==> src/include/dsos_defines.svh <==
// Constants of the drive stop option select block: object indices,
// subindices, preset values and option code encodings.
// Assumes inclusion by the package and the design modules only.
//
// Operation
// - Velocity deceleration is speed change over time
// - Quick stop in velocity mode uses that ratio
// - Speed to rpm: times numerator, over denominator
// - Scale factors signed 32-bit, RW, mappable, preset one
// - Quick stop code, 16-bit, preset two, applied
// - Code zero: immediate stop, then switch on disabled
// - Codes one/two: slow/quick ramp, then disabled
// - Codes five/six: ramp, stay quick stop energized
// - After five/six, return to operation enabled allowed
// - Shutdown code: zero freewheel, one slow ramp
// - Disable code: zero freewheel, one slow ramp
// - Quick stop codes 0,1,2,5,6 only defined
`ifndef DSOS_DEFINES_SVH
`define DSOS_DEFINES_SVH

// ****************************************************************
// Object indices and subindices
// ****************************************************************
`define DSOS_IDX_VEL_QS_DECEL   16'h604A
`define DSOS_IDX_VEL_SCALE      16'h604C
`define DSOS_IDX_QS_ACTION      16'h605A
`define DSOS_IDX_SHUTDOWN_ACT   16'h605B
`define DSOS_IDX_DISABLE_ACT    16'h605C
`define DSOS_SUB_COUNT          8'h00
`define DSOS_SUB_FIRST          8'h01
`define DSOS_SUB_SECOND         8'h02

// ****************************************************************
// Preset values
// ****************************************************************
`define DSOS_RST_ENTRY_COUNT    8'h02
`define DSOS_RST_SCALE_NUM      32'h0000_0001
`define DSOS_RST_SCALE_DEN      32'h0000_0001
`define DSOS_RST_QS_DSPEED      32'h0000_1388
`define DSOS_RST_QS_DTIME       16'h0001
`define DSOS_RST_QS_ACTION      16'h0002
`define DSOS_RST_SHUTDOWN_ACT   16'h0001
`define DSOS_RST_DISABLE_ACT    16'h0001

// ****************************************************************
// Option code encodings
// ****************************************************************
`define DSOS_CODE_IMMEDIATE     16'h0000
`define DSOS_CODE_SLOW          16'h0001
`define DSOS_CODE_QUICK         16'h0002
`define DSOS_CODE_SLOW_HOLD     16'h0005
`define DSOS_CODE_QUICK_HOLD    16'h0006
`define DSOS_CODE_COAST         16'h0000

// ****************************************************************
// Divider
// ****************************************************************
`define DSOS_DIV_STEPS          7'h40

`endif

==> src/include/dsos_pkg.sv <==
// Types of the drive stop option select block.
// Assumes dsos_defines.svh in the include path.
`include "dsos_defines.svh"

package dsos_pkg;

  typedef enum logic [1:0] {
    DSOS_TR_QUICK_STOP = 2'h0,
    DSOS_TR_SHUTDOWN   = 2'h1,
    DSOS_TR_DISABLE    = 2'h2
  } dsos_trans_t;

  typedef enum logic [2:0] {
    DSOS_BRK_NONE      = 3'h0,
    DSOS_BRK_COAST     = 3'h1,
    DSOS_BRK_IMMEDIATE = 3'h2,
    DSOS_BRK_SLOW      = 3'h3,
    DSOS_BRK_QUICK     = 3'h4
  } dsos_brake_t;

  typedef enum logic [1:0] {
    DSOS_TGT_SWITCH_ON_DISABLED = 2'h0,
    DSOS_TGT_READY_TO_SWITCH_ON = 2'h1,
    DSOS_TGT_SWITCHED_ON        = 2'h2,
    DSOS_TGT_QUICK_STOP_ACTIVE  = 2'h3
  } dsos_target_t;

  typedef enum logic [1:0] {
    DSOS_ST_IDLE = 2'h0,
    DSOS_ST_RAMP = 2'h1,
    DSOS_ST_HELD = 2'h3
  } dsos_state_t;

  typedef struct packed {
    dsos_brake_t  brake;
    dsos_target_t target;
    logic         energized;
    logic         defined;
  } dsos_action_t;

  typedef struct packed {
    logic        req;
    logic        we;
    logic        pdo;
    logic [15:0] index;
    logic [7:0]  sub;
    logic [31:0] wdata;
  } dsos_od_req_t;

  typedef struct packed {
    logic        ack;
    logic        err;
    logic [31:0] rdata;
  } dsos_od_rsp_t;

  typedef struct packed {
    logic         ramp_req;
    dsos_brake_t  brake;
    logic         use_vel_ratio;
    logic [31:0]  dec_speed;
    logic [15:0]  dec_time;
    logic         state_chg;
    dsos_target_t target;
    logic         energized;
    logic         resume_ok;
    logic         resume_grant;
    logic         code_err;
  } dsos_stop_cmd_t;

endpackage

==> src/verilog/dsos_scale.sv <==
// Velocity unit scaling: product of speed and numerator, divided by
// the denominator with a serial restoring divider.
// Assumes the caller holds the factors steady while busy is high.
`timescale 1ns/1ps
`default_nettype none
`include "dsos_defines.svh"

module dsos_scale
  import dsos_pkg::*;
#(
  parameter int WIDTH = 32
) (
  input  wire logic               sys_clk,
  input  wire logic               resetn,
  input  wire logic               start,
  input  wire logic [WIDTH-1:0]   speed_in,
  input  wire logic [WIDTH-1:0]   num,
  input  wire logic [WIDTH-1:0]   den,
  output logic                    busy,
  output logic                    done,
  output logic                    div_zero,
  output logic [WIDTH-1:0]        result
);

  typedef struct packed {
    logic               busy;
    logic               done;
    logic               dz;
    logic               neg;
    logic [6:0]         cnt;
    logic [WIDTH:0]     rem;
    logic [2*WIDTH-1:0] quo;
    logic [WIDTH-1:0]   div;
    logic [WIDTH-1:0]   res;
  } dsos_div_t;

  dsos_div_t s_q;
  dsos_div_t s_d;

  function automatic logic [2*WIDTH-1:0] abs_val(input logic [2*WIDTH-1:0] v);
    abs_val = v[2*WIDTH-1] ? (~v + 1'b1) : v;
  endfunction

  logic [2*WIDTH-1:0] prod;
  logic [2*WIDTH-1:0] den_ext;
  logic [2*WIDTH-1:0] den_abs;
  logic [WIDTH:0]     rem_sh;

  // Both factors sign-extended to full product width
  assign prod    = $signed({{WIDTH{speed_in[WIDTH-1]}}, speed_in}) *
                   $signed({{WIDTH{num[WIDTH-1]}}, num});
  assign den_ext = {{WIDTH{den[WIDTH-1]}}, den};
  assign den_abs = abs_val(den_ext);
  assign rem_sh  = {s_q.rem[WIDTH-1:0], s_q.quo[2*WIDTH-1]};

  // ****************************************************************
  // Next state
  // ****************************************************************
  always_comb begin
    s_d      = s_q;
    s_d.done = 1'b0;
    if (!s_q.busy && start) begin
      // Multiply then divide
      s_d.dz   = (den == '0);
      s_d.neg  = prod[2*WIDTH-1] ^ den[WIDTH-1];
      s_d.quo  = abs_val(prod);
      s_d.div  = den_abs[WIDTH-1:0];
      s_d.rem  = '0;
      s_d.cnt  = `DSOS_DIV_STEPS;
      s_d.busy = (den != '0);
      if (den == '0) begin
        s_d.res  = '0;
        s_d.done = 1'b1;
      end
    end else if (s_q.busy) begin
      s_d.quo = {s_q.quo[2*WIDTH-2:0], 1'b0};
      if (rem_sh >= {1'b0, s_q.div}) begin
        s_d.rem    = rem_sh - {1'b0, s_q.div};
        s_d.quo[0] = 1'b1;
      end else begin
        s_d.rem = rem_sh;
      end
      s_d.cnt = s_q.cnt - 7'h01;
      if (s_q.cnt == 7'h01) begin
        s_d.busy = 1'b0;
        s_d.done = 1'b1;
        s_d.res  = s_q.neg ? (~s_d.quo[WIDTH-1:0] + 1'b1) : s_d.quo[WIDTH-1:0];
      end
    end
  end

  always_ff @(posedge sys_clk or negedge resetn) begin
    if (!resetn) begin
      s_q <= '0;
    end else begin
      s_q <= s_d;
    end
  end

  assign busy     = s_q.busy;
  assign done     = s_q.done;
  assign div_zero = s_q.dz;
  assign result   = s_q.res;

endmodule

`default_nettype wire

==> src/verilog/dsos_top.sv <==
// Drive stop option select: object dictionary entries for velocity
// unit scaling, quick stop deceleration and the three stop option
// codes, plus the sequencer that applies them on transitions.
// Assumes the power state machine, ramp generators and fieldbus
// stack run on sys_clk and talk to this block by one-cycle strobes.
`timescale 1ns/1ps
`default_nettype none
`include "dsos_defines.svh"

module dsos_top
  import dsos_pkg::*;
(
  input  wire logic           sys_clk,
  input  wire logic           resetn,
  input  wire dsos_od_req_t   od_req,
  output dsos_od_rsp_t        od_rsp,
  input  wire logic           trans_valid,
  input  wire dsos_trans_t    trans_kind,
  input  wire logic           vel_mode,
  input  wire logic           ramp_done,
  input  wire logic           resume_req,
  input  wire logic           speed_valid,
  input  wire logic [31:0]    speed_in,
  output logic                speed_busy,
  output logic                rpm_valid,
  output logic                rpm_err,
  output logic [31:0]         rpm_out,
  output dsos_stop_cmd_t      stop_cmd
);

  typedef struct packed {
    logic [31:0]    scale_num;
    logic [31:0]    scale_den;
    logic [31:0]    qs_dspeed;
    logic [15:0]    qs_dtime;
    logic [15:0]    qs_action;
    logic [15:0]    shut_action;
    logic [15:0]    dis_action;
    dsos_od_rsp_t   rsp;
    dsos_state_t    state;
    dsos_action_t   act;
    dsos_stop_cmd_t cmd;
  } dsos_top_t;

  dsos_top_t s_q;
  dsos_top_t s_d;

  // ****************************************************************
  // Option code decoding
  // ****************************************************************
  function automatic dsos_action_t decode_action(input dsos_trans_t kind,
                                                 input logic [15:0] code);
    dsos_action_t a;
    a.brake     = DSOS_BRK_IMMEDIATE;
    a.target    = DSOS_TGT_SWITCH_ON_DISABLED;
    a.energized = 1'b0;
    a.defined   = 1'b1;
    if (kind == DSOS_TR_QUICK_STOP) begin
      unique case (code)
        `DSOS_CODE_IMMEDIATE:  a.brake = DSOS_BRK_IMMEDIATE;
        `DSOS_CODE_SLOW:       a.brake = DSOS_BRK_SLOW;
        `DSOS_CODE_QUICK:      a.brake = DSOS_BRK_QUICK;
        `DSOS_CODE_SLOW_HOLD: begin
          a.brake     = DSOS_BRK_SLOW;
          a.target    = DSOS_TGT_QUICK_STOP_ACTIVE;
          a.energized = 1'b1;
        end
        `DSOS_CODE_QUICK_HOLD: begin
          a.brake     = DSOS_BRK_QUICK;
          a.target    = DSOS_TGT_QUICK_STOP_ACTIVE;
          a.energized = 1'b1;
        end
        default: begin
          // Undefined code falls back to immediate stop
          a.defined = 1'b0;
        end
      endcase
    end else begin
      a.target = (kind == DSOS_TR_SHUTDOWN) ? DSOS_TGT_READY_TO_SWITCH_ON
                                            : DSOS_TGT_SWITCHED_ON;
      if (code == `DSOS_CODE_SLOW) begin
        a.brake = DSOS_BRK_SLOW;
      end else begin
        a.brake   = DSOS_BRK_COAST;
        a.defined = (code == `DSOS_CODE_COAST);
      end
    end
    return a;
  endfunction

  function automatic logic [15:0] code_for(input dsos_trans_t kind,
                                           input dsos_top_t s);
    unique case (kind)
      DSOS_TR_QUICK_STOP: code_for = s.qs_action;
      DSOS_TR_SHUTDOWN:   code_for = s.shut_action;
      default:            code_for = s.dis_action;
    endcase
  endfunction

  function automatic logic is_obj(input dsos_od_req_t r, input logic [15:0] idx,
                                  input logic [7:0] sub);
    is_obj = (r.index == idx) && (r.sub == sub);
  endfunction

  dsos_action_t new_act;
  assign new_act = decode_action(trans_kind, code_for(trans_kind, s_q));

  // ****************************************************************
  // Object access and stop sequencer
  // ****************************************************************
  always_comb begin
    logic hit;
    logic ro;
    logic mappable;
    hit      = 1'b0;
    ro       = 1'b0;
    mappable = 1'b0;
    s_d      = s_q;
    s_d.rsp.ack              = 1'b0;
    s_d.rsp.err              = 1'b0;
    s_d.cmd.state_chg        = 1'b0;
    s_d.cmd.resume_grant     = 1'b0;

    // Object dictionary access, one-cycle answer
    if (od_req.req) begin
      s_d.rsp.ack   = 1'b1;
      s_d.rsp.rdata = '0;
      if (is_obj(od_req, `DSOS_IDX_VEL_SCALE, `DSOS_SUB_COUNT) ||
          is_obj(od_req, `DSOS_IDX_VEL_QS_DECEL, `DSOS_SUB_COUNT)) begin
        hit = 1'b1;
        ro  = 1'b1;
        s_d.rsp.rdata[7:0] = `DSOS_RST_ENTRY_COUNT;
      end else if (is_obj(od_req, `DSOS_IDX_VEL_SCALE, `DSOS_SUB_FIRST)) begin
        hit      = 1'b1;
        mappable = 1'b1;
        s_d.rsp.rdata = s_q.scale_num;
        if (od_req.we) s_d.scale_num = od_req.wdata;
      end else if (is_obj(od_req, `DSOS_IDX_VEL_SCALE, `DSOS_SUB_SECOND)) begin
        hit      = 1'b1;
        mappable = 1'b1;
        s_d.rsp.rdata = s_q.scale_den;
        if (od_req.we) s_d.scale_den = od_req.wdata;
      end else if (is_obj(od_req, `DSOS_IDX_VEL_QS_DECEL, `DSOS_SUB_FIRST)) begin
        hit      = 1'b1;
        mappable = 1'b1;
        s_d.rsp.rdata = s_q.qs_dspeed;
        if (od_req.we) s_d.qs_dspeed = od_req.wdata;
      end else if (is_obj(od_req, `DSOS_IDX_VEL_QS_DECEL, `DSOS_SUB_SECOND)) begin
        hit      = 1'b1;
        mappable = 1'b1;
        s_d.rsp.rdata[15:0] = s_q.qs_dtime;
        if (od_req.we) s_d.qs_dtime = od_req.wdata[15:0];
      end else if (is_obj(od_req, `DSOS_IDX_QS_ACTION, `DSOS_SUB_COUNT)) begin
        hit = 1'b1;
        s_d.rsp.rdata[15:0] = s_q.qs_action;
        if (od_req.we && !od_req.pdo) s_d.qs_action = od_req.wdata[15:0];
      end else if (is_obj(od_req, `DSOS_IDX_SHUTDOWN_ACT, `DSOS_SUB_COUNT)) begin
        hit = 1'b1;
        s_d.rsp.rdata[15:0] = s_q.shut_action;
        if (od_req.we && !od_req.pdo) s_d.shut_action = od_req.wdata[15:0];
      end else if (is_obj(od_req, `DSOS_IDX_DISABLE_ACT, `DSOS_SUB_COUNT)) begin
        hit = 1'b1;
        s_d.rsp.rdata[15:0] = s_q.dis_action;
        if (od_req.we && !od_req.pdo) s_d.dis_action = od_req.wdata[15:0];
      end
      if (ro && od_req.we) begin
        s_d.rsp.rdata = '0;
      end
      s_d.rsp.err = !hit || (od_req.we && ro) || (od_req.pdo && !mappable);
    end

    // Stop sequencer
    unique case (s_q.state)
      DSOS_ST_IDLE, DSOS_ST_HELD: begin
        if (trans_valid) begin
          s_d.act              = new_act;
          s_d.cmd.brake        = new_act.brake;
          s_d.cmd.target       = new_act.target;
          s_d.cmd.code_err     = !new_act.defined;
          s_d.cmd.resume_ok    = 1'b0;
          s_d.cmd.energized    = new_act.energized;
          // Velocity mode quick ramp (codes 2 and 6) uses the stored ratio
          s_d.cmd.use_vel_ratio = vel_mode && (new_act.brake == DSOS_BRK_QUICK);
          s_d.cmd.dec_speed    = s_q.qs_dspeed;
          s_d.cmd.dec_time     = s_q.qs_dtime;
          if (new_act.brake == DSOS_BRK_SLOW || new_act.brake == DSOS_BRK_QUICK) begin
            s_d.cmd.ramp_req = 1'b1;
            s_d.state        = DSOS_ST_RAMP;
          end else begin
            s_d.cmd.ramp_req  = 1'b0;
            s_d.cmd.state_chg = 1'b1;
            s_d.state         = DSOS_ST_IDLE;
          end
        end else if (s_q.state == DSOS_ST_HELD && resume_req) begin
          s_d.cmd.resume_grant = 1'b1;
          s_d.cmd.resume_ok    = 1'b0;
          s_d.cmd.energized    = 1'b0;
          s_d.cmd.brake        = DSOS_BRK_NONE;
          s_d.state            = DSOS_ST_IDLE;
        end
      end
      DSOS_ST_RAMP: begin
        if (ramp_done) begin
          s_d.cmd.ramp_req      = 1'b0;
          s_d.cmd.use_vel_ratio = 1'b0;
          s_d.cmd.state_chg     = 1'b1;
          if (s_q.act.energized) begin
            s_d.cmd.resume_ok = 1'b1;
            s_d.state         = DSOS_ST_HELD;
          end else begin
            s_d.state = DSOS_ST_IDLE;
          end
        end
      end
      default: begin
        s_d.state = DSOS_ST_IDLE;
      end
    endcase
  end

  always_ff @(posedge sys_clk or negedge resetn) begin
    if (!resetn) begin
      s_q             <= '0;
      s_q.scale_num   <= `DSOS_RST_SCALE_NUM;
      s_q.scale_den   <= `DSOS_RST_SCALE_DEN;
      s_q.qs_dspeed   <= `DSOS_RST_QS_DSPEED;
      s_q.qs_dtime    <= `DSOS_RST_QS_DTIME;
      s_q.qs_action   <= `DSOS_RST_QS_ACTION;
      s_q.shut_action <= `DSOS_RST_SHUTDOWN_ACT;
      s_q.dis_action  <= `DSOS_RST_DISABLE_ACT;
      s_q.state       <= DSOS_ST_IDLE;
    end else begin
      s_q <= s_d;
    end
  end

  assign od_rsp   = s_q.rsp;
  assign stop_cmd = s_q.cmd;

  // ****************************************************************
  // Speed conversion to rpm
  // ****************************************************************
  dsos_scale #(
    .WIDTH (32)
  ) u_scale (
    .sys_clk  (sys_clk),
    .resetn   (resetn),
    .start    (speed_valid),
    .speed_in (speed_in),
    .num      (s_q.scale_num),
    .den      (s_q.scale_den),
    .busy     (speed_busy),
    .done     (rpm_valid),
    .div_zero (rpm_err),
    .result   (rpm_out)
  );

endmodule

`default_nettype wire

==> config.mk <==
export PLATFORM = sky130hd
export DESIGN_NAME = dsos_top
export DESIGN_NICKNAME = d
export VERILOG_FILES = /design/src/include/dsos_pkg.sv /design/src/verilog/dsos_scale.sv /design/src/verilog/dsos_top.sv
export VERILOG_INCLUDE_DIRS = /design/src /design/src/include
export SDC_FILE = /design/constraint.sdc
export NUM_CORES = 2
export LEC_CHECK = 0
export BUFFER_PORTS_ARGS = -buffer_cell sky130_fd_sc_hd__buf_2
export CAP_MARGIN = 25
export CORE_UTILIZATION = 59
export CTS_CLUSTER_SIZE = 8
export DETAILED_ROUTE_END_ITERATION = 10
export MAX_ROUTING_LAYER = met4
export PLACE_DENSITY = 0.77
export SYNTH_ARGS = -nofsm -noshare
export SYNTH_HDL_FRONTEND = slang
export SYNTH_HIERARCHICAL = 1
export SYNTH_SLANG_ARGS = --single-unit
==> constraint.sdc <==
create_clock -name sys_clk -period 10.7 [get_ports sys_clk]
set_input_delay 0.535 -clock sys_clk [delete_from_list [all_inputs] [get_ports sys_clk]]
set_output_delay 0.535 -clock sys_clk [all_outputs]
set_load 0.05 [all_outputs]
==> impl_metrics.json <==
{
  "drt_iter0_markers": 3813,
  "yosys-top-cells-area": "fa_1, dfrtp_1, inv_1, nand2_1, and2_1",
  "syn_area_um2": 60390,
  "grt_pass1_wl_mm": 264.8,
  "dieArea_um2": 103600,
  "cp.required_ps": 11220,
  "total_power_mw": 3.767,
  "p_leak_nw": 32.20,
  "area_growth_pct": 5.066,
  "use_met3_pct": 4.489,
  "dp.cells": 7603,
  "rsz0062_at_grt": "no",
  "rows": 116,
  "ant_nets": 0,
  "drc_errors": 0,
  "die_y_um": 321.9,
  "cts-buffers-inserted": 59,
  "avgSynthCellArea_um2": 9.438,
  "gp_congestion": 0.9824,
  "hp-class": "in -> async",
  "relSlewSlack_pct": 23.87,
  "synth_most_common_cell": "fa_1",
  "grt_use_total_pct": 33.58,
  "vdd_drop_max_uv": 121.4,
  "ys_warn_count": 6,
  "setup_tns_ps": 0,
  "netlist_top_cells_count": "fa_1, inv_1, nand2_1",
  "cap_viol_max_count": 0,
  "fin_crit_ps": 9943,
  "critPathCaptureType": "flop",
  "vias": 45507,
  "grt.busiest_layer": "met2",
  "cts_sinks": 428,
  "synth_top_cell_by_area": "fa_1",
  "final_hold_viol_count": 9,
  "crit_path_max_fanout": 20,
  "fin_worst_skew_ps": 58.37,
  "start_kind": "flop",
  "drt_pre_antenna_iters": 6,
  "tightest_slew_ps": 1134,
  "cts_tree": "done",
  "wl_per_cell_um": 21.31,
  "portBuffers": 228,
  "worst-endpoint-arrival_ps": 10470,
  "seq_area_frac_synth_pct": 17.76,
  "globalRoute.totalOverflow": 0,
  "worst-setup-path-type": "reg -> reg",
  "yosys_register_bits": 428,
  "cts_root_buf": "clkbuf_16",
  "use_met1_pct": 42.96,
  "fmax_mhz": 100.6,
  "synthDistinctLibCells": 101,
  "cts_hold_buffers": 0,
  "synth-async-reset-ratio_pct": 100.0,
  "clk_pin_slew_ps": 60,
  "reg2reg_slack_ps": 760,
  "wl_mm": 164.1,
  "fin_nets": 7717,
  "p_per_area_nw_per_um2": 59.36,
  "viasPerCell": 5.909,
  "dp_hpwl_mm": 127.3,
  "design_area_um2": 63450,
  "regArea_um2": 10730,
  "stdcell_count": 7701,
  "drive_gt1_share_pct": 9.735,
  "netlist_instances": 6399,
  "synth_edf_count": 0,
  "io-pin-count": 229,
  "multi_input_comb_area_um2": 43640,
  "met2_usage_pct": 53.21,
  "synthFlopType": "dfrtp_1",
  "start_util_pct": 59.96,
  "post_cts_buffers": 0,
  "dieWidth_um": 321.9,
  "period_share_pct": 92.92,
  "outcome": "finished with violations",
  "syn-num-nets": 7806,
  "core-area_um2": 100700,
  "cts_resized": 0,
  "clock_path_buffers": 3,
  "setup_viol": 0,
  "htreeDepth": 2,
  "final_max_slew_viol_count": 0,
  "fill_cells": 8227,
  "grt_pass1_vias": 48420,
  "violations": "hold timing",
  "grt_max_degree": 120,
  "antenna_found_initial": 4,
  "placed_area_um2": 61730,
  "insertion_delay_ps": 630,
  "synth_top_area_share_pct": 35.90,
  "whs_ps": -8.345
}
## layout make-up
| cell class | count | area share (%) |
|---|---|---|
| clock buffers | 86 | 2.502 |
| multi-input cells | 4500 | 68.78 |
| diodes | 6 | 0.02366 |
| inverters | 1000 | 5.916 |
| well taps | 1357 | 2.676 |
| flip-flops and latches | 428 | 16.91 |
| repair buffers | 321 | 3.078 |
| clock inverters | 3 | 0.1085 |
## critical path, cell delays in order (launching register included)
cell and delay (ps):
dfrtp_1 980, buf_4 490, nand2_1 170, inv_1 170
fa_1 460, fa_1 830, inv_1 110, fa_1 480
fa_1 570, inv_1 60, fa_1 450, fa_1 490
inv_1 50, fa_1 480, inv_1 60, fa_1 460
ha_1 410, and3_1 240, a221oi_1 310, o21ai_0 310
a22o_1 300, nor3_1 420, a311o_1 700, o21ai_0 250
xor2_1 200, nand2_1 90, o21ai_0 100, o21ai_0 190
## cells by family after synthesis
kind of cell	share of synthesized area, %
DFF	17.76
AOI/OAI and AO/OA	9.282
xor gates and xnor gates	2.872
muxes	3.688
buffers and inverters	10.06
adders and majority gates	40.54
and+or+nand+nor	15.80
## report_power, final
group | internal, mW | switching [mW]
Combinational | 0.0779 | 0.303
Sequential | 1.64 | 0.0208
Clock | 1.01 | 0.712
Total | 2.73 | 1.04
## registers in the layout, indices dropped and copies added (netlist names)
name,count
od_rsp,34
u_scale/s_q,103
s_q,163
u_scale/busy,1
stop_cmd,60
u_scale/done,1
u_scale/rem_sh,33
u_scale/result,32
u_scale/div_zero,1
## metal layers
metal  share of wire, %  vias to the layer above
met5                  0                        -
met3                7.5                      483
met1                 39                    23250
met2                 48                     2015
li1                   -                    19759
met4                5.4                        0
## worst paths after layout
check / cells past startpoint / from / to
min in group sys_clk: 3 / resume_req / stop_cmd[1]
worst max register to register: 27 / s_q[251] / u_scale/s_q[86]
max in group asynchronous: 3 / resetn / s_q[113]
worst max-delay path: 27 / s_q[251] / u_scale/s_q[86]
worst min register to register: 2 / stop_cmd[49] / stop_cmd[49]
worst min-delay path: 1 / resetn / u_scale/result[16]
## through the flow
| step | util [%] | setup WS [ps] |
|---|---|---|
| after floorplan | - | 1549 |
| after global placement | 61.19 | 796.9 |
| after detailed placement | 61.28 | 674.4 |
| after CTS | 62.92 | 862.5 |
| after global routing | 62.99 | 276.8 |
| final | 62.99 | 757.2 |
## cells in the final DEF (no fill, tap or decap), types with 14 or more instances in the layout
master | synthesis | routed
a31oi_1 | 28 | 28
o21ai_0 | 252 | 252
or3_1 | 38 | 38
and2_1 | 524 | 523
clkbuf_1 | 308 | 26
nor2_1 | 159 | 157
o211ai_1 | 33 | 33
a222oi_1 | 15 | 15
inv_1 | 999 | 999
nand4_1 | 19 | 19
buf_2 | 23 | 227
or4_1 | 14 | 14
a22o_1 | 18 | 18
nor3_1 | 39 | 39
o31ai_1 | 34 | 34
mux2_2 | 142 | 142
a21oi_1 | 215 | 215
xor2_1 | 108 | 108
buf_4 | 126 | 85
o21a_1 | 30 | 30
a221o_1 | 18 | 18
ha_1 | 224 | 224
clkbuf_16 | 0 | 59
and3_1 | 28 | 28
mux2i_1 | 29 | 29
xnor2_1 | 90 | 90
mux2_4 | 21 | 21
nand2_1 | 901 | 899
a211oi_1 | 44 | 44
dfrtp_1 | 417 | 414
a21o_1 | 48 | 48
fa_1 | 1083 | 1083
o41ai_1 | 16 | 16
nand3_1 | 47 | 47
nand2b_1 | 44 | 44
nor2b_1 | 39 | 39
Power figures use the tool's default switching activity.
